===== config.mk =====
export PLATFORM = sky130hd
export DESIGN_NAME = bfr_frame_unit
export DESIGN_NICKNAME = d
export VERILOG_FILES = /design/src/inc/bfr_pkg.sv /design/src/inc/bfr_word_if.sv /design/src/hdl/bfr_word_gen.sv /design/src/hdl/bfr_frame_unit.sv
export SDC_FILE = /design/constraint.sdc
export NUM_CORES = 1
export LEC_CHECK = 0
export BUFFER_PORTS_ARGS = -buffer_cell sky130_fd_sc_hd__buf_2
export CAP_MARGIN = 20
export CORE_MARGIN = 8
export CORE_UTILIZATION = 35
export CTS_CLUSTER_DIAMETER = 100
export CTS_CLUSTER_SIZE = 10
export DETAILED_ROUTE_END_ITERATION = 10
export GPL_TIMING_DRIVEN = 1
export PLACE_DENSITY = 0.66
export SLEW_MARGIN = 20
export SYNTH_ARGS = -nofsm -noshare
export SYNTH_HDL_FRONTEND = slang
export SYNTH_HIERARCHICAL = 1
export SYNTH_SLANG_ARGS = --single-unit

===== constraint.sdc =====
create_clock -name clk -period 7.6 [get_ports clk]
set_input_delay 0.76 -clock clk [delete_from_list [all_inputs] [get_ports clk]]
set_output_delay 0.76 -clock clk [all_outputs]
set_load 0.02 [all_outputs]

===== src/inc/bfr_pkg.sv =====
package bfr_pkg;
  // stack frame format codes
  localparam logic [3:0] FMT_FOUR = 4'h0;
  localparam logic [3:0] FMT_SIX = 4'h2;
  localparam logic [3:0] FMT_FAULT = 4'hC;
  // last word index of each frame (words count from zero)
  localparam logic [3:0] LAST_FOUR = 4'h3;
  localparam logic [3:0] LAST_SIX = 4'h5;
  localparam logic [3:0] LAST_FAULT = 4'hB;
  // byte offsets inside the bus fault frame
  localparam logic [4:0] OFS_PRE_SR = 5'h0C;
  localparam logic [4:0] OFS_FLT_FV = 5'h0E;
  localparam logic [4:0] OFS_FLT_PC = 5'h10;
  localparam logic [4:0] OFS_XCOUNT = 5'h14;
  localparam logic [4:0] OFS_STATUS = 5'h16;
  // fault class held in the two top bits of the status word
  localparam logic [1:0] CLS_NORMAL = 2'h0;
  localparam logic [1:0] CLS_MOVE = 2'h1;
  localparam logic [1:0] CLS_EXCEPT = 2'h2;
  // status word bit positions
  localparam int STAT_FAULT_BIT = 15;
  localparam int STAT_MOVE_BIT = 14;
  localparam int STAT_TRACE_BIT = 12;
  localparam int STAT_BKPT_HI_BIT = 11;
  localparam int STAT_BKPT_LO_BIT = 10;
  // vector number used for the bus fault frame itself
  localparam logic [7:0] BUS_FAULT_VEC = 8'h02;
  // arbitrary revision code kept in the transfer count word
  localparam logic [7:0] UCODE_REV = 8'h5A;
  // exception kinds presented on the request port
  typedef enum logic [3:0] {
    BFR_K_INTR = 4'h0,
    BFR_K_FMTERR = 4'h1,
    BFR_K_TRAP = 4'h2,
    BFR_K_ILLEGAL = 4'h3,
    BFR_K_LINE = 4'h4,
    BFR_K_PRIV = 4'h5,
    BFR_K_BOUNDS = 4'h6,
    BFR_K_BOUNDS2 = 4'h7,
    BFR_K_CTRAP = 4'h8,
    BFR_K_VTRAP = 4'h9,
    BFR_K_DIVZ = 4'hA,
    BFR_K_TRACE = 4'hB,
    BFR_K_BKPT = 4'hC
  } bfr_kind_t;
endpackage : bfr_pkg


===== src/inc/bfr_word_if.sv =====
`timescale 1ns/100ps
interface bfr_word_if;
  logic [3:0] idx;
  logic [3:0] fmt;
  logic [15:0] sr;
  logic [31:0] ret_pc;
  logic [15:0] fv;
  logic [31:0] faddr;
  logic [31:0] aux;
  logic [31:0] cur_pc;
  logic [15:0] xcount;
  logic [15:0] status;
  logic [15:0] word;
  modport gen (
    input idx, fmt, sr, ret_pc, fv, faddr, aux, cur_pc, xcount, status,
    output word
  );
  modport user (
    output idx, fmt, sr, ret_pc, fv, faddr, aux, cur_pc, xcount, status,
    input word
  );
endinterface : bfr_word_if


===== src/hdl/bfr_word_gen.sv =====
`timescale 1ns/100ps
module bfr_word_gen (
  bfr_word_if.gen wif
);
  // head words shared by all three frames
  wire [15:0] head_word = (wif.idx == 4'h0) ? wif.sr :
                          (wif.idx == 4'h1) ? wif.ret_pc[31:16] :
                          (wif.idx == 4'h2) ? wif.ret_pc[15:0] : wif.fv;
  // tail words of the six-word frame
  wire [15:0] six_word = (wif.idx == 4'h4) ? wif.cur_pc[31:16] : wif.cur_pc[15:0];
  // tail words of the bus fault frame
  wire [15:0] fault_word = (wif.idx == 4'h4) ? wif.faddr[31:16] :
                           (wif.idx == 4'h5) ? wif.faddr[15:0] :
                           (wif.idx == 4'h6) ? wif.aux[31:16] :
                           (wif.idx == 4'h7) ? wif.aux[15:0] :
                           (wif.idx == 4'h8) ? wif.cur_pc[31:16] :
                           (wif.idx == 4'h9) ? wif.cur_pc[15:0] :
                           (wif.idx == 4'hA) ? wif.xcount : wif.status;
  // select by frame format
  assign wif.word = (wif.idx < 4'h4) ? head_word :
                    (wif.fmt == bfr_pkg::FMT_SIX) ? six_word : fault_word;
endmodule : bfr_word_gen


===== src/hdl/bfr_frame_unit.sv =====
`timescale 1ns/100ps
// How it works
// - restartable fault return unstacks state, refetches and restarts the instruction
// - cleared continue flag turns move fault into full restart
// - unaltered move fault frame resumes at the faulted transfer
// - only the move continues; address not recomputed, mask rescanned as before
// - vector fetch or stacking fault gives same frame; address flags missing handler
// - exception fault return fetches handler, rebuilds original frame, resumes there
// - exception fault frame holds old status, format word, faulting address
// - fault address equal to stack pointer is recorded and recoverable
// - exactly three frames: four-word, six-word, twelve-word bus fault
// - four-word frame, format 0, for interrupts, traps, illegal, privilege
// - six-word frame, format 2, for check, trap conditions, divide, trace
// - breakpoints use six-word frame with the executing instruction address
// - top two status word bits give fault class 00, 01 or 10
// - transfer count reloaded from its low byte only with continue flag set
module bfr_frame_unit (
  input wire logic clk,
  input wire logic rst_b,
  input wire logic exc_req,
  input wire logic [3:0] exc_kind,
  input wire logic [15:0] exc_sr,
  input wire logic [31:0] exc_next_pc,
  input wire logic [31:0] exc_fault_pc,
  input wire logic [7:0] exc_vector,
  input wire logic flt_req,
  input wire logic [1:0] flt_class,
  input wire logic [13:0] flt_status_low,
  input wire logic [31:0] flt_addr,
  input wire logic [31:0] flt_dbuf,
  input wire logic [7:0] flt_count,
  input wire logic [15:0] flt_orig_sr,
  input wire logic [15:0] flt_orig_fv,
  input wire logic [31:0] flt_orig_pc,
  input wire logic ret_req,
  input wire logic [15:0] ret_status,
  input wire logic [15:0] ret_xcount,
  input wire logic [15:0] ret_orig_fv,
  input wire logic [31:0] ret_fault_addr,
  input wire logic [31:0] ret_sp,
  input wire logic [31:0] vbr,
  output logic busy,
  output logic stk_valid,
  output logic stk_last,
  output logic [4:0] stk_offset,
  output logic [15:0] stk_data,
  output logic [3:0] stk_format,
  output logic ret_done,
  output logic ret_restart,
  output logic ret_continue,
  output logic [7:0] ret_reload_count,
  output logic ret_rebuild,
  output logic [3:0] ret_rebuild_format,
  output logic [31:0] ret_handler_vec_addr,
  output logic ret_unobtainable,
  output logic ret_sp_fault,
  output logic ret_requeue_trace,
  output logic ret_requeue_bkpt,
  output logic ret_rev_error
);
  typedef enum logic [1:0] {
    BFR_S_IDLE = 2'b01,
    BFR_S_STACK = 2'b10
  } bfr_state_t;
  // frame format chosen for a plain exception kind
  function automatic logic [3:0] bfr_kind_fmt(input logic [3:0] kind);
    bfr_kind_fmt = (kind >= 4'(bfr_pkg::BFR_K_BOUNDS)) ? bfr_pkg::FMT_SIX : bfr_pkg::FMT_FOUR;
  endfunction : bfr_kind_fmt
  // last word index of a frame format
  function automatic logic [3:0] bfr_last(input logic [3:0] fmt);
    bfr_last = (fmt == bfr_pkg::FMT_FOUR) ? bfr_pkg::LAST_FOUR :
               (fmt == bfr_pkg::FMT_SIX) ? bfr_pkg::LAST_SIX : bfr_pkg::LAST_FAULT;
  endfunction : bfr_last

  bfr_state_t state;
  bfr_state_t next_state;
  logic [3:0] idx;
  logic [3:0] fmt;
  logic [15:0] cap_sr;
  logic [31:0] cap_ret_pc;
  logic [15:0] cap_fv;
  logic [31:0] cap_faddr;
  logic [31:0] cap_aux;
  logic [31:0] cap_cur_pc;
  logic [15:0] cap_xcount;
  logic [15:0] cap_status;
  bfr_word_if wif ();
  bfr_word_gen bfr_word_gen_inst (
    .wif(wif.gen)
  );
  // request decode, bus fault ahead of exception ahead of return
  wire idle = (state == BFR_S_IDLE);
  wire take_flt = idle && flt_req;
  wire take_exc = idle && exc_req && !flt_req;
  wire take_ret = idle && ret_req && !flt_req && !exc_req;
  wire at_last = (idx == bfr_last(fmt));
  wire [3:0] exc_fmt = bfr_kind_fmt(exc_kind);
  wire [15:0] exc_fv = {exc_fmt, 2'b00, exc_vector, 2'b00};
  wire [15:0] flt_fv = {bfr_pkg::FMT_FAULT, 2'b00, bfr_pkg::BUS_FAULT_VEC, 2'b00};
  wire flt_is_exc = (flt_class == bfr_pkg::CLS_EXCEPT);
  // class into the top status bits
  wire [15:0] flt_status = {flt_class, flt_status_low};
  // return decode from the stacked status word
  wire r_fault = ret_status[bfr_pkg::STAT_FAULT_BIT];
  wire r_move = ret_status[bfr_pkg::STAT_MOVE_BIT];
  wire [31:0] r_vec_addr = vbr + {20'h00000, ret_orig_fv[11:0]};
  // word generator fed from the captured frame
  assign wif.idx = idx;
  assign wif.fmt = fmt;
  assign wif.sr = cap_sr;
  assign wif.ret_pc = cap_ret_pc;
  assign wif.fv = cap_fv;
  assign wif.faddr = cap_faddr;
  assign wif.aux = cap_aux;
  assign wif.cur_pc = cap_cur_pc;
  assign wif.xcount = cap_xcount;
  assign wif.status = cap_status;
  // state sequencing
  always_comb begin
    next_state = state;
    case (state)
      BFR_S_IDLE: begin
        if (take_flt || take_exc) begin
          next_state = BFR_S_STACK;
        end
      end
      BFR_S_STACK: begin
        if (at_last) begin
          next_state = BFR_S_IDLE;
        end
      end
      default: begin
        next_state = BFR_S_IDLE;
      end
    endcase
  end

  always_ff @(posedge clk) begin
    if (!rst_b) begin
      state <= BFR_S_IDLE;
    end else begin
      state <= next_state;
    end
  end
  // word counter during stacking
  always_ff @(posedge clk) begin
    if (!rst_b || idle || at_last) begin
      idx <= 4'h0;
    end else begin
      idx <= idx + 4'h1;
    end
  end

  // capture frame contents on a bus fault or a plain exception
  // only three formats
  always_ff @(posedge clk) begin
    if (!rst_b) begin
      fmt <= bfr_pkg::FMT_FOUR;
      cap_sr <= 16'h0000;
      cap_ret_pc <= 32'h00000000;
      cap_fv <= 16'h0000;
      cap_cur_pc <= 32'h00000000;
    end else if (take_flt) begin
      fmt <= bfr_pkg::FMT_FAULT;
      cap_sr <= exc_sr;
      cap_ret_pc <= exc_next_pc;
      cap_fv <= flt_fv;
      cap_cur_pc <= (flt_is_exc && flt_orig_fv[15:12] != bfr_pkg::FMT_SIX) ?
                    32'h00000000 : (flt_is_exc ? flt_orig_pc : exc_fault_pc);
    end else if (take_exc) begin
      fmt <= exc_fmt;
      cap_sr <= exc_sr;
      cap_ret_pc <= exc_next_pc;
      cap_fv <= exc_fv;
      cap_cur_pc <= exc_fault_pc;
    end
  end

  // bus fault specific words
  always_ff @(posedge clk) begin
    if (!rst_b) begin
      cap_faddr <= 32'h00000000;
      cap_aux <= 32'h00000000;
      cap_xcount <= 16'h0000;
      cap_status <= 16'h0000;
    end else if (take_flt) begin
      // same frame, only the address differs
      cap_faddr <= flt_addr;
      cap_aux <= flt_is_exc ? {flt_orig_sr, flt_orig_fv} : flt_dbuf;
      cap_xcount <= {bfr_pkg::UCODE_REV, flt_count};
      cap_status <= flt_status;
    end
  end
  // registered stacking port and busy flag
  always_ff @(posedge clk) begin
    if (!rst_b) begin
      stk_valid <= 1'b0;
      stk_last <= 1'b0;
      stk_offset <= 5'h00;
      stk_data <= 16'h0000;
      stk_format <= bfr_pkg::FMT_FOUR;
      busy <= 1'b0;
    end else begin
      stk_valid <= (state == BFR_S_STACK);
      stk_last <= (state == BFR_S_STACK) && at_last;
      stk_offset <= {idx, 1'b0};
      stk_data <= wif.word;
      stk_format <= fmt;
      busy <= (next_state == BFR_S_STACK);
    end
  end
  // return decision, taken in one cycle
  always_ff @(posedge clk) begin
    if (!rst_b) begin
      ret_done <= 1'b0;
      ret_restart <= 1'b0;
      ret_continue <= 1'b0;
      ret_reload_count <= 8'h00;
      ret_rebuild <= 1'b0;
      ret_rebuild_format <= bfr_pkg::FMT_FOUR;
      ret_handler_vec_addr <= 32'h00000000;
      ret_unobtainable <= 1'b0;
      ret_sp_fault <= 1'b0;
      ret_requeue_trace <= 1'b0;
      ret_requeue_bkpt <= 1'b0;
      ret_rev_error <= 1'b0;
    end else begin
      ret_done <= take_ret;
      if (take_ret) begin
        ret_restart <= !r_fault && !r_move;
        ret_continue <= !r_fault && r_move;
        // count used only with continue flag
        ret_reload_count <= r_move ? ret_xcount[7:0] : 8'h00;
        ret_rebuild <= r_fault;
        ret_rebuild_format <= ret_orig_fv[15:12];
        ret_handler_vec_addr <= r_vec_addr;
        ret_unobtainable <= r_fault && (ret_fault_addr == r_vec_addr);
        // stacking fault with good fault frame
        ret_sp_fault <= r_fault && (ret_fault_addr == ret_sp);
        ret_requeue_trace <= ret_status[bfr_pkg::STAT_TRACE_BIT];
        ret_requeue_bkpt <= ret_status[bfr_pkg::STAT_BKPT_HI_BIT] |
                            ret_status[bfr_pkg::STAT_BKPT_LO_BIT];
        ret_rev_error <= (ret_xcount[15:8] != bfr_pkg::UCODE_REV);
      end
    end
  end
  AST_RESTART: assert property (@(posedge clk) disable iff (!rst_b)
    take_ret && ret_status[15:14] == 2'b00 |=> ret_done && ret_restart && !ret_continue)
    else $error("normal fault return did not restart");
  AST_CONVERT: assert property (@(posedge clk) disable iff (!rst_b)
    take_ret && !ret_status[14] |=> !ret_continue)
    else $error("cleared continue flag still continued");
  AST_CONTINUE: assert property (@(posedge clk) disable iff (!rst_b)
    take_ret && ret_status[15:14] == 2'b01 |=> ret_continue && !ret_restart)
    else $error("move fault return did not continue");
  AST_RELOAD: assert property (@(posedge clk) disable iff (!rst_b)
    take_ret |=> ret_reload_count == ($past(ret_status[14]) ? $past(ret_xcount[7:0]) : 8'h00))
    else $error("transfer count reload wrong");
  AST_REBUILD: assert property (@(posedge clk) disable iff (!rst_b)
    take_ret && ret_status[15] |=> ret_rebuild && ret_handler_vec_addr == $past(r_vec_addr))
    else $error("exception fault return did not rebuild");
  AST_SP_FAULT: assert property (@(posedge clk) disable iff (!rst_b)
    take_ret && ret_status[15] && ret_fault_addr == ret_sp |=> ret_sp_fault)
    else $error("stack pointer fault not flagged");
  AST_FOUR: assert property (@(posedge clk) disable iff (!rst_b)
    take_exc && exc_kind < 4'h6 |=> ##1 stk_valid && stk_format == 4'h0 && stk_data == $past(exc_sr, 2))
    else $error("four-word frame wrong");
  AST_SIX: assert property (@(posedge clk) disable iff (!rst_b)
    take_exc && exc_kind >= 4'h6 && exc_kind <= 4'hC |=> ##1 stk_format == 4'h2 ##5 stk_last)
    else $error("six-word frame wrong");
  AST_LENGTH: assert property (@(posedge clk) disable iff (!rst_b)
    stk_valid && stk_last |-> stk_offset == 5'h06 || stk_offset == 5'h0A || stk_offset == 5'h16)
    else $error("frame length not four, six or twelve words");
  AST_CLASS: assert property (@(posedge clk) disable iff (!rst_b)
    take_flt |=> ##12 stk_last && stk_data[15:14] == $past(flt_class, 13))
    else $error("fault class bits wrong");
  AST_PRE_SR: assert property (@(posedge clk) disable iff (!rst_b)
    take_flt && flt_is_exc |=> ##7 stk_offset == 5'h0C && stk_data == $past(flt_orig_sr, 8))
    else $error("pre-exception status misplaced");
endmodule : bfr_frame_unit


==> flow_summary.json, run 1 <==
{
  "run_status": "completed",
  "finalMaxSlewViolations": 0,
  "floorplan.io_pins": 474,
  "post-route-period-util_pct": 45.65,
  "holdCritStartpoint": "flt_status_low[0]",
  "ctsRootBufferMaster": "sky130_fd_sc_hd__clkbuf_16",
  "yosysWarnings": 6,
  "drtPass1Iterations": 5,
  "timing.fmax_mhz": 288.2,
  "period_needed_ps": 3469,
  "tritoncts.num_buffers": 30,
  "antenna_found_initial": 9,
  "cp-end-kind": "flop",
  "route.antenna.remaining_nets": 0,
  "criticalPathCategory": "flop to flop",
  "ctsHtreeMaxLevel": 1,
  "fin_skew_ps": 23.50,
  "detailedPlacementHpwl_um": 43840,
  "final_net_count": 2447,
  "finalSetupViolations": 0,
  "die_y_um": 217.8,
  "path_cells": "inv_1, ha_1, nor4bb_4, buf_4, and2_1, o211ai_1, a311oi_1, o21a_1, nand4_1, nor4_1, nand4_1, nand2_1",
  "yosysSeqAreaShare_pct": 36.94,
  "grt_remaining_overflow": 0,
  "startpoint_type": "flop",
  "power.static_leakage_nw": 7.337,
  "worst_tran_pin_value_ps": 1008,
  "synth_edf_count": 0,
  "synth.area.top_cells": "sky130_fd_sc_hd__dfxtp_1 (37%), sky130_fd_sc_hd__nand2_1 (6.5%), sky130_fd_sc_hd__a21oi_1 (4.4%)",
  "clock-sinks": 263,
  "grt_pass1_vias": 14188,
  "syn_area_per_cell_um2": 8.591,
  "clk_latency_ps": 580,
  "asyncSetResetFlopFracSynth_pct": 0,
  "wirelength_per_cell_um": 22.40,
  "die_w_um": 217.8,
  "fill_cell_count": 4131,
  "cp_slowest_stage_delay_ps": 590,
  "grt_first_pass_wirelength_um": 84970,
  "part_of_the_total_power_dissipated_in_combinational_logic_pct": 32.9,
  "power_share_of_the_clock_group_pct": 27.2,
  "cts-root-to-sink-buffers": 3,
  "netlist.top_cell.by_area": "sky130_fd_sc_hd__dfxtp_1",
  "vias": 14332,
  "final-hold-violation-count": 0,
  "ff_latch_area_um2": 5273,
  "power.switching_mw": 1.794,
  "power.density_cell_area_nw_per_um2": 273.2,
  "syn_area_um2": 14250,
  "place.port_buffers": 459,
  "cts_tree": "built",
  "whs_ps": 392.0,
  "drc": 0,
  "rows": 74,
  "drive_above_1_share_pct": 28.27,
  "critical_path.max_fanout": 67,
  "post_synthesis_instance_total": 1659,
  "worstSetupStartpoint": "state[1]",
  "grt.total_usage_pct": 22.98,
  "postSynth.topFlopCell": "sky130_fd_sc_hd__dfxtp_1",
  "most_common_cell_after_layout_fill_and_taps_aside": "sky130_fd_sc_hd__buf_2",
  "die_area_um2": 47430,
  "yosysTopAreaCellShare_pct": 36.94,
  "layout_area_overhead_pct": 24.10,
  "drt_wl_total_um": 57670,
  "initial_core_util_pct": 35.14,
  "cell_internal_pwr_mw": 3.038,
  "cts_hold_repair.buffers": 0,
  "max-vdd-ir-drop_uv": 145.0,
  "power_frac_seq_pct": 39.9,
  "slew_headroom_pct": 32.21,
  "drt_iter0_drc": 1170,
  "post_cts.repair.setup_buffers": 0,
  "synth.ff_latch_count": 263,
  "timing.critical_path.arrival_ps": 3970,
  "dp.cells": 2538,
  "max_cap_violations": 0,
  "min-delay-path-class": "primary input to flop",
  "cts_resized": 0,
  "unrepaired_setup_endpoints_after_global_routing": "no",
  "power.switching_fraction_pct": 37.12,
  "most_frequent_cells_in_the_layout": "sky130_fd_sc_hd__buf_2 (459), sky130_fd_sc_hd__dfxtp_1 (259), sky130_fd_sc_hd__nand2_1 (248), sky130_fd_sc_hd__a21oi_1 (123), sky130_fd_sc_hd__nor2_1 (105)",
  "clock_pin_slew_on_the_worst_setup_and_hold_paths_ps": 60,
  "maximum_number_of_pins_on_one_net_before_global_route_repair": 89,
  "synth.distinct_cells": 88,
  "finalSetupTns_ps": 0,
  "viasPerCell": 5.566,
  "design.core.area_um2": 40550,
  "critical_path_required_ps": 8100,
  "worst_path_max_delay_cell": "sky130_fd_sc_hd__buf_4",
  "multi_input_gate_area_in_the_final_layout_um2": 8346,
  "finish.cell_count_without_fillers": 2575,
  "worst_path_most_repeated_cell": "sky130_fd_sc_hd__nand4_1",
  "routabilityCongestion": 0.9299,
  "reg2reg_from": "state[1]"
}
path summary, 6_finish.rpt:
kind / slack (ps) / to / cells after the start
max: 4130 / ret_unobtainable / 12
min: 390 / cap_status[0] / 2
max reg2reg: 4130 / ret_unobtainable / 12
min reg2reg: 450 / ret_handler_vec_addr[14] / 2
sequential cells by signal (all words and copies together), names as in the netlist, 4 cells and up:
register	cells
cap_cur_pc	32
cap_status	16
ret_rebuild_format	4
cap_xcount	9
cap_ret_pc	32
cap_fv	9
ret_reload_count	8
ret_handler_vec_addr	32
cap_sr	16
stk_offset	4
idx	4
stk_data	16
cap_aux	32
cap_faddr	32
Yosys cell counts (23+ instances only):
master	count
sky130_fd_sc_hd__dfxtp_1	263
sky130_fd_sc_hd__nand2_1	248
sky130_fd_sc_hd__a21oi_1	124
sky130_fd_sc_hd__nor2_1	106
sky130_fd_sc_hd__clkbuf_1	92
sky130_fd_sc_hd__xor2_1	60
sky130_fd_sc_hd__mux2i_1	58
sky130_fd_sc_hd__a22o_1	56
sky130_fd_sc_hd__o21ai_0	49
sky130_fd_sc_hd__nor3_1	43
sky130_fd_sc_hd__a221oi_1	41
sky130_fd_sc_hd__and2_1	37
sky130_fd_sc_hd__nand3_1	32
sky130_fd_sc_hd__inv_1	28
sky130_fd_sc_hd__xnor2_1	28
sky130_fd_sc_hd__a211oi_1	23
sky130_fd_sc_hd__buf_2	23
per-layer routing:
| metal | share of wire, % | track usage, % | vias to the layer above |
|---|---|---|---|
| li1 | - | - | 6757 |
| met1 | 40 | 28.58 | 6797 |
| met2 | 47 | 37.65 | 635 |
| met3 | 9.4 | 6.366 | 125 |
| met4 | 3.9 | 8.419 | 18 |
| met5 | 0.20 | 0 | - |
worst max-delay path, delay by kind of cell, from the launching register on:
family	cells	cell delay (ps)
and+or+nand+nor	6	1320
adders and majority gates	1	510
DFF	1	340
AOI/OAI and AO/OA	3	560
buffers and inverters	2	650
power by group through the flow:
stage | registers [mW] | logic (mW) | clock network (mW)
after global routing | 1.97 | 1.74 | 1.39
after CTS | 1.93 | 1.59 | 1.34
after global placement | 1.95 | 1.56 | 0
after detailed placement | 1.96 | 1.58 | 0
after floorplan | 1.88 | 1.05 | 0
final | 1.93 | 1.59 | 1.31
stage by stage:
step           util (%)  area [µm²]  power [mW]  setup slack, ps
2_1_floorplan         -       14290       2.930             4375
3_3_place_gp      41.54       16840       3.510             3672
3_5_place_dp      41.54       16840       3.534             3661
4_1_cts           43.59       17680       4.863             4105
5_1_grt           43.60       17680       5.094             3779
6_report          43.61       17690       4.832             4131
cell type report:
class	count	area share, %
Multi-Input combinational cell	1234	47.18
Sequential cell	263	29.81
Timing Repair Buffer	480	13.88
Clock buffer	33	4.365
Tap cell	532	3.763
Inverter	29	0.6296
Clock inverter	2	0.3396
Antenna cell	2	0.02830
logic make-up (layout without fill, tap and decap cells):
logic type / Yosys count / count (layout) / synth area share, %
AND/OR/NAND/NOR: 565 / 565 / 19.06
AO/OA/AOI/OAI: 467 / 467 / 23.91
flip-flops: 263 / 263 / 36.94
buffers and inverters: 173 / 544 / 5.311
XOR/XNOR: 94 / 94 / 6.382
multiplexers: 80 / 80 / 6.918
adder cells (fa/ha/maj): 16 / 16 / 1.457
other: 1 / 14 / 0.02631
No activity file was read; power rests on OpenSTA's default activity.
==> inputs of run 2 (changes only) <==
- clock period: 7.6 -> 3.6 ns (I/O delays scaled with it)
==> run 2 against run 1 <==
- cell area rose by 2.1%
- combinational power rose by 120%
- first-iteration DRC count rose by 5.8%
- critical path type is now primary input to flop
- largest cell class unchanged
- highest routed layer is now met4
==> flow_summary.json, run 2 (synthesis results as in run 1) <==
{
  "dp.cells": 2554,
  "viasPerCell": 5.497,
  "grt.total_usage_pct": 23.47,
  "detailed_place.area_um2": 17000,
  "power.density_cell_area_nw_per_um2": 569.0,
  "max-vdd-ir-drop_uv": 387.8,
  "worst_path_most_repeated_cell": "sky130_fd_sc_hd__nand4_1",
  "wirelength_per_cell_um": 22.35,
  "critical_path_required_ps": 4090,
  "vias": 14375,
  "post-route-period-util_pct": 79.14,
  "timing.critical_path.arrival_ps": 3340,
  "cp-end-kind": "flop",
  "worst_tran_pin_value_ps": 1017,
  "maximum_number_of_pins_on_one_net_before_global_route_repair": 75,
  "detailedPlacementHpwl_um": 45230,
  "ctsHtreeMaxLevel": 1,
  "finalMaxSlewViolations": 0,
  "tritoncts.num_buffers": 30,
  "finalSetupViolations": 0,
  "drc": 0,
  "startpoint_type": "primary input",
  "finish.cell_count_without_fillers": 2615,
  "whs_ps": 18.65,
  "grt_pass1_vias": 14502,
  "place.port_buffers": 459,
  "slew_headroom_pct": 31.96,
  "max_cap_violations": 0,
  "fin_skew_ps": 25.36,
  "min-delay-path-class": "primary input to flop",
  "cp_slowest_stage_delay_ps": 540,
  "antenna_found_initial": 3,
  "die_area_um2": 47430,
  "cts-root-to-sink-buffers": 3,
  "timing.fmax_mhz": 351.0,
  "critical_path.max_fanout": 2,
  "layout_area_overhead_pct": 26.69,
  "drive_above_1_share_pct": 28.52,
  "worst_path_max_delay_cell": "sky130_fd_sc_hd__a2111oi_0",
  "clock_pin_slew_on_the_worst_setup_and_hold_paths_ps": 60,
  "finalSetupTns_ps": 0,
  "cts_tree": "built",
  "postLayoutCoreUtil_pct": 44.52,
  "die_w_um": 217.8,
  "design.core.area_um2": 40550,
  "period_needed_ps": 2849,
  "setup_ws_ps": 751.0,
  "final_cell_area_um2": 18060,
  "die_y_um": 217.8,
  "grt_first_pass_wirelength_um": 87420,
  "most_common_cell_after_layout_fill_and_taps_aside": "sky130_fd_sc_hd__buf_2",
  "unrepaired_setup_endpoints_after_global_routing": "no",
  "criticalPathCategory": "primary input to flop",
  "floorplan.io_pins": 474,
  "post_cts.repair.setup_buffers": 0,
  "final_net_count": 2485,
  "drtPass1Iterations": 7,
  "clock-sinks": 263,
  "path_cells": "buf_2, ha_1, fa_1, a21o_1, a21oi_1, xor2_1, a32o_1, a2111oi_0, nand4_1, nor4_1, nand4_1, nand2_1",
  "most_frequent_cells_in_the_layout": "sky130_fd_sc_hd__buf_2 (459), sky130_fd_sc_hd__dfxtp_1 (259), sky130_fd_sc_hd__nand2_1 (248), sky130_fd_sc_hd__a21oi_1 (123), sky130_fd_sc_hd__nor2_1 (105)",
  "ctsRootBufferMaster": "sky130_fd_sc_hd__clkbuf_16",
  "drt_wl_total_um": 58450,
  "sum_of_internal_switching_and_leakage_power_mw": 10.27,
  "drt_iter0_drc": 1238,
  "path_delay_family": "compound AO/OA/AOI/OAI gates",
  "cts_resized": 0,
  "final-hold-violation-count": 0,
  "cts_hold_repair.buffers": 22,
  "power.static_leakage_nw": 7.516,
  "routabilityCongestion": 0.9468,
  "clk_latency_ps": 580,
  "pre_cts_slack_ps": 172.8,
  "rows": 74,
  "route.antenna.remaining_nets": 0,
  "initial_core_util_pct": 35.14,
  "run_status": "completed",
  "critPathBufInv": 1,
  "grt_remaining_overflow": 0
}
run 2: layout make-up:
class / count / area, µm²
well taps: 532 / 665.6
flip-flops and latches: 263 / 5273
repair buffers: 518 / 2833
clock buffers: 33 / 772.0
multi-input cells: 1234 / 8346
clock inverters: 2 / 46.29
inverters: 29 / 111.4
diodes: 4 / 10.01
fillers: 4042 / 22500
run 2: final timing paths:
| check | endpoint | cells after the start | start | slack [ps] |
|---|---|---|---|---|
| max | ret_unobtainable | 12 | ret_orig_fv[0] | 750 |
| min | cap_faddr[25] | 2 | flt_addr[25] | 20 |
| max reg2reg | stk_data[2] | 6 | idx[0] | 1000 |
| min reg2reg | ret_unobtainable | 2 | ret_unobtainable | 450 |
run 2: routing by layer:
metal  vias up  global-route usage (%)  part of all wire [%]
met1      6842                   29.72                    41
li1       6852                       -                     -
met3        81                   4.605                   7.6
met2       600                   40.34                    48
met4         0                   6.225                   2.6
met5         -                       0                     0
run 2: worst register-to-register path: stages (launching register included):
cell	delay (ps)
sky130_fd_sc_hd__dfxtp_4	870
sky130_fd_sc_hd__buf_4	440
sky130_fd_sc_hd__nand2b_1	370
sky130_fd_sc_hd__a2bb2oi_1	280
sky130_fd_sc_hd__o221ai_1	210
sky130_fd_sc_hd__a31oi_1	210
sky130_fd_sc_hd__and2_1	170
run 2: report_power, final:
part	internal (mW)	switching [mW]
Combinational	1.39	2.04
Sequential	3.53	0.572
Clock	1.56	1.18
==> inputs of run 3 (changes only) <==
- PLACE_DENSITY: 0.66 -> 0.68
- clock period: 3.6 -> 2.3 ns (I/O delays scaled with it)
==> run 3 against run 2 <==
- the run now ends with hold timing, setup timing left
- non-clock buffer count increased by 324
- worst hold slack got worse by 27 ps
- critical path depth increased by 1
- count of clock-buffer cells in the layout unchanged
- cell count increased by 12%
- flip-flop and latch count unchanged
- die area unchanged
- combinational power increased by 82%
- critical path type unchanged
- critical endpoint unchanged
==> flow_summary.json, run 3 (synthesis results as in run 1) <==
{
  "slew_headroom_pct": 24.89,
  "finish.cell_count_without_fillers": 2941,
  "grt.total_usage_pct": 26.54,
  "reg2reg_from": "state[1]",
  "clock-sinks": 263,
  "critical_path_required_ps": 2760,
  "cts_tree": "built",
  "design.core.area_um2": 40550,
  "routabilityCongestion": 0.9531,
  "die_area_um2": 47430,
  "drt_wl_total_um": 66460,
  "cts-root-to-sink-buffers": 3,
  "timing.critical_path.arrival_ps": 2810,
  "criticalPathCategory": "primary input to flop",
  "antenna_found_initial": 5,
  "violations_in_the_final_reports": "hold timing, setup timing",
  "ctsRootBufferMaster": "sky130_fd_sc_hd__clkbuf_16",
  "worstSetupStartpoint": "ret_orig_fv[0]",
  "drt_iter0_drc": 1368,
  "power.density_cell_area_nw_per_um2": 797.3,
  "initial_core_util_pct": 35.14,
  "vias": 16173,
  "finalSetupTns_ps": -44.04,
  "cp-end-kind": "flop",
  "power.static_leakage_nw": 8.987,
  "max_cap_violations": 0,
  "worst_tran_pin_value_ps": 1125,
  "critical_path.max_fanout": 6,
  "grt_remaining_overflow": 0,
  "wirelength_per_cell_um": 22.60,
  "grt_first_pass_wirelength_um": 98860,
  "most_frequent_cells_in_the_layout": "sky130_fd_sc_hd__buf_2 (459), sky130_fd_sc_hd__dfxtp_1 (259), sky130_fd_sc_hd__nand2_1 (248), sky130_fd_sc_hd__dlygate4sd3_1 (223), sky130_fd_sc_hd__buf_4 (149)",
  "whs_ps": -8.005,
  "viasPerCell": 5.499,
  "route.antenna.remaining_nets": 0,
  "dp.cells": 2674,
  "fill_cell_count": 3635,
  "drc": 0,
  "fin_skew_ps": 35.06,
  "min-delay-path-class": "primary input to flop",
  "final_net_count": 2810,
  "finalMaxSlewViolations": 0,
  "drtPass1Iterations": 5,
  "maximum_number_of_pins_on_one_net_before_global_route_repair": 135,
  "most_common_cell_after_layout_fill_and_taps_aside": "sky130_fd_sc_hd__buf_2",
  "drive_above_1_share_pct": 30.49,
  "final-hold-violation-count": 2,
  "rows": 74,
  "floorplan.io_pins": 474,
  "setup_ws_ps": -44.04,
  "layout_area_overhead_pct": 49.22,
  "max-vdd-ir-drop_uv": 633.5,
  "tritoncts.num_buffers": 30,
  "period_needed_ps": 2344,
  "die_y_um": 217.8,
  "ff_latch_area_um2": 5273,
  "multi_input_gate_area_in_the_final_layout_um2": 8514,
  "die_w_um": 217.8,
  "holdCritStartpoint": "flt_orig_pc[2]",
  "startpoint_type": "primary input",
  "run_status": "finished, violations left",
  "grt_pass1_vias": 16558,
  "clock_pin_slew_on_the_worst_setup_and_hold_paths_ps": 60,
  "timing.fmax_mhz": 426.6,
  "ctsHtreeMaxLevel": 1,
  "detailedPlacementHpwl_um": 47660,
  "place.port_buffers": 459,
  "post-route-period-util_pct": 101.9,
  "unrepaired_setup_endpoints_after_global_routing": "yes",
  "pre_cts_slack_ps": -647.1,
  "clk_latency_ps": 590,
  "finalSetupViolations": 1
}
## run 3: final cells by class
class,instances,share of cell area (%)
repair buffers,842,27.55
flip-flops and latches,263,24.79
clock buffers,33,3.630
diodes,5,0.05883
clock inverters,2,0.2824
well taps,532,3.130
multi-input cells,1235,40.03
inverters,29,0.5236
## run 3: power breakdown
group / switching, mW / internal, mW / total, mW
combinational: 3.53 / 2.71 / 6.24
sequential: 0.860 / 5.52 / 6.38
clock: 1.89 / 2.45 / 4.34
## run 3: metal layers
layer	global-route usage (%)	wire length, µm
met4	10.19	2827
met2	45.22	31660
met1	33.00	27400
met5	0	0
met3	4.771	4570
## run 3: critical path, cell delays in order
cell                       delay [ps]
sky130_fd_sc_hd__buf_2            110
sky130_fd_sc_hd__ha_4             160
sky130_fd_sc_hd__fa_2             350
sky130_fd_sc_hd__a21o_1           220
sky130_fd_sc_hd__a221oi_4         360
sky130_fd_sc_hd__buf_6            160
sky130_fd_sc_hd__o221ai_4         160
sky130_fd_sc_hd__and4_1           280
sky130_fd_sc_hd__or3b_2           440
sky130_fd_sc_hd__nand3_1          110
sky130_fd_sc_hd__nor4_2            50
sky130_fd_sc_hd__nand4_1          110
sky130_fd_sc_hd__nand2_1           50
## run 3: stage by stage
stage	hold WS, ps	area, µm²	utilization, %	power [mW]
floorplan	355.7	14420	-	9.708
global placement	438.1	18090	44.62	12.11
detailed placement	443.1	18090	44.62	12.20
CTS	0.4350	21180	52.22	16.86
global route	26.61	21270	52.44	17.76
finish	-8.005	21270	52.44	16.96
## run 3: timing repair
item	CTS	global route
resized for setup	3	10
pin swaps	6	6
hold buffers	223	0
cloned	0	1
buffers inserted	0	3
setup endpoints to repair	1	24
endpoints found under the hold margin	176	0
## run 3: worst paths after layout
check                                  to  slack [ps]  cells past startpoint
setup / recovery         ret_unobtainable         -40                     13
hold / removal              cap_cur_pc[2]          -8                      3
hold reg to reg   ret_handler_vec_addr[3]         450                      2
setup reg to reg         ret_unobtainable         110                     11
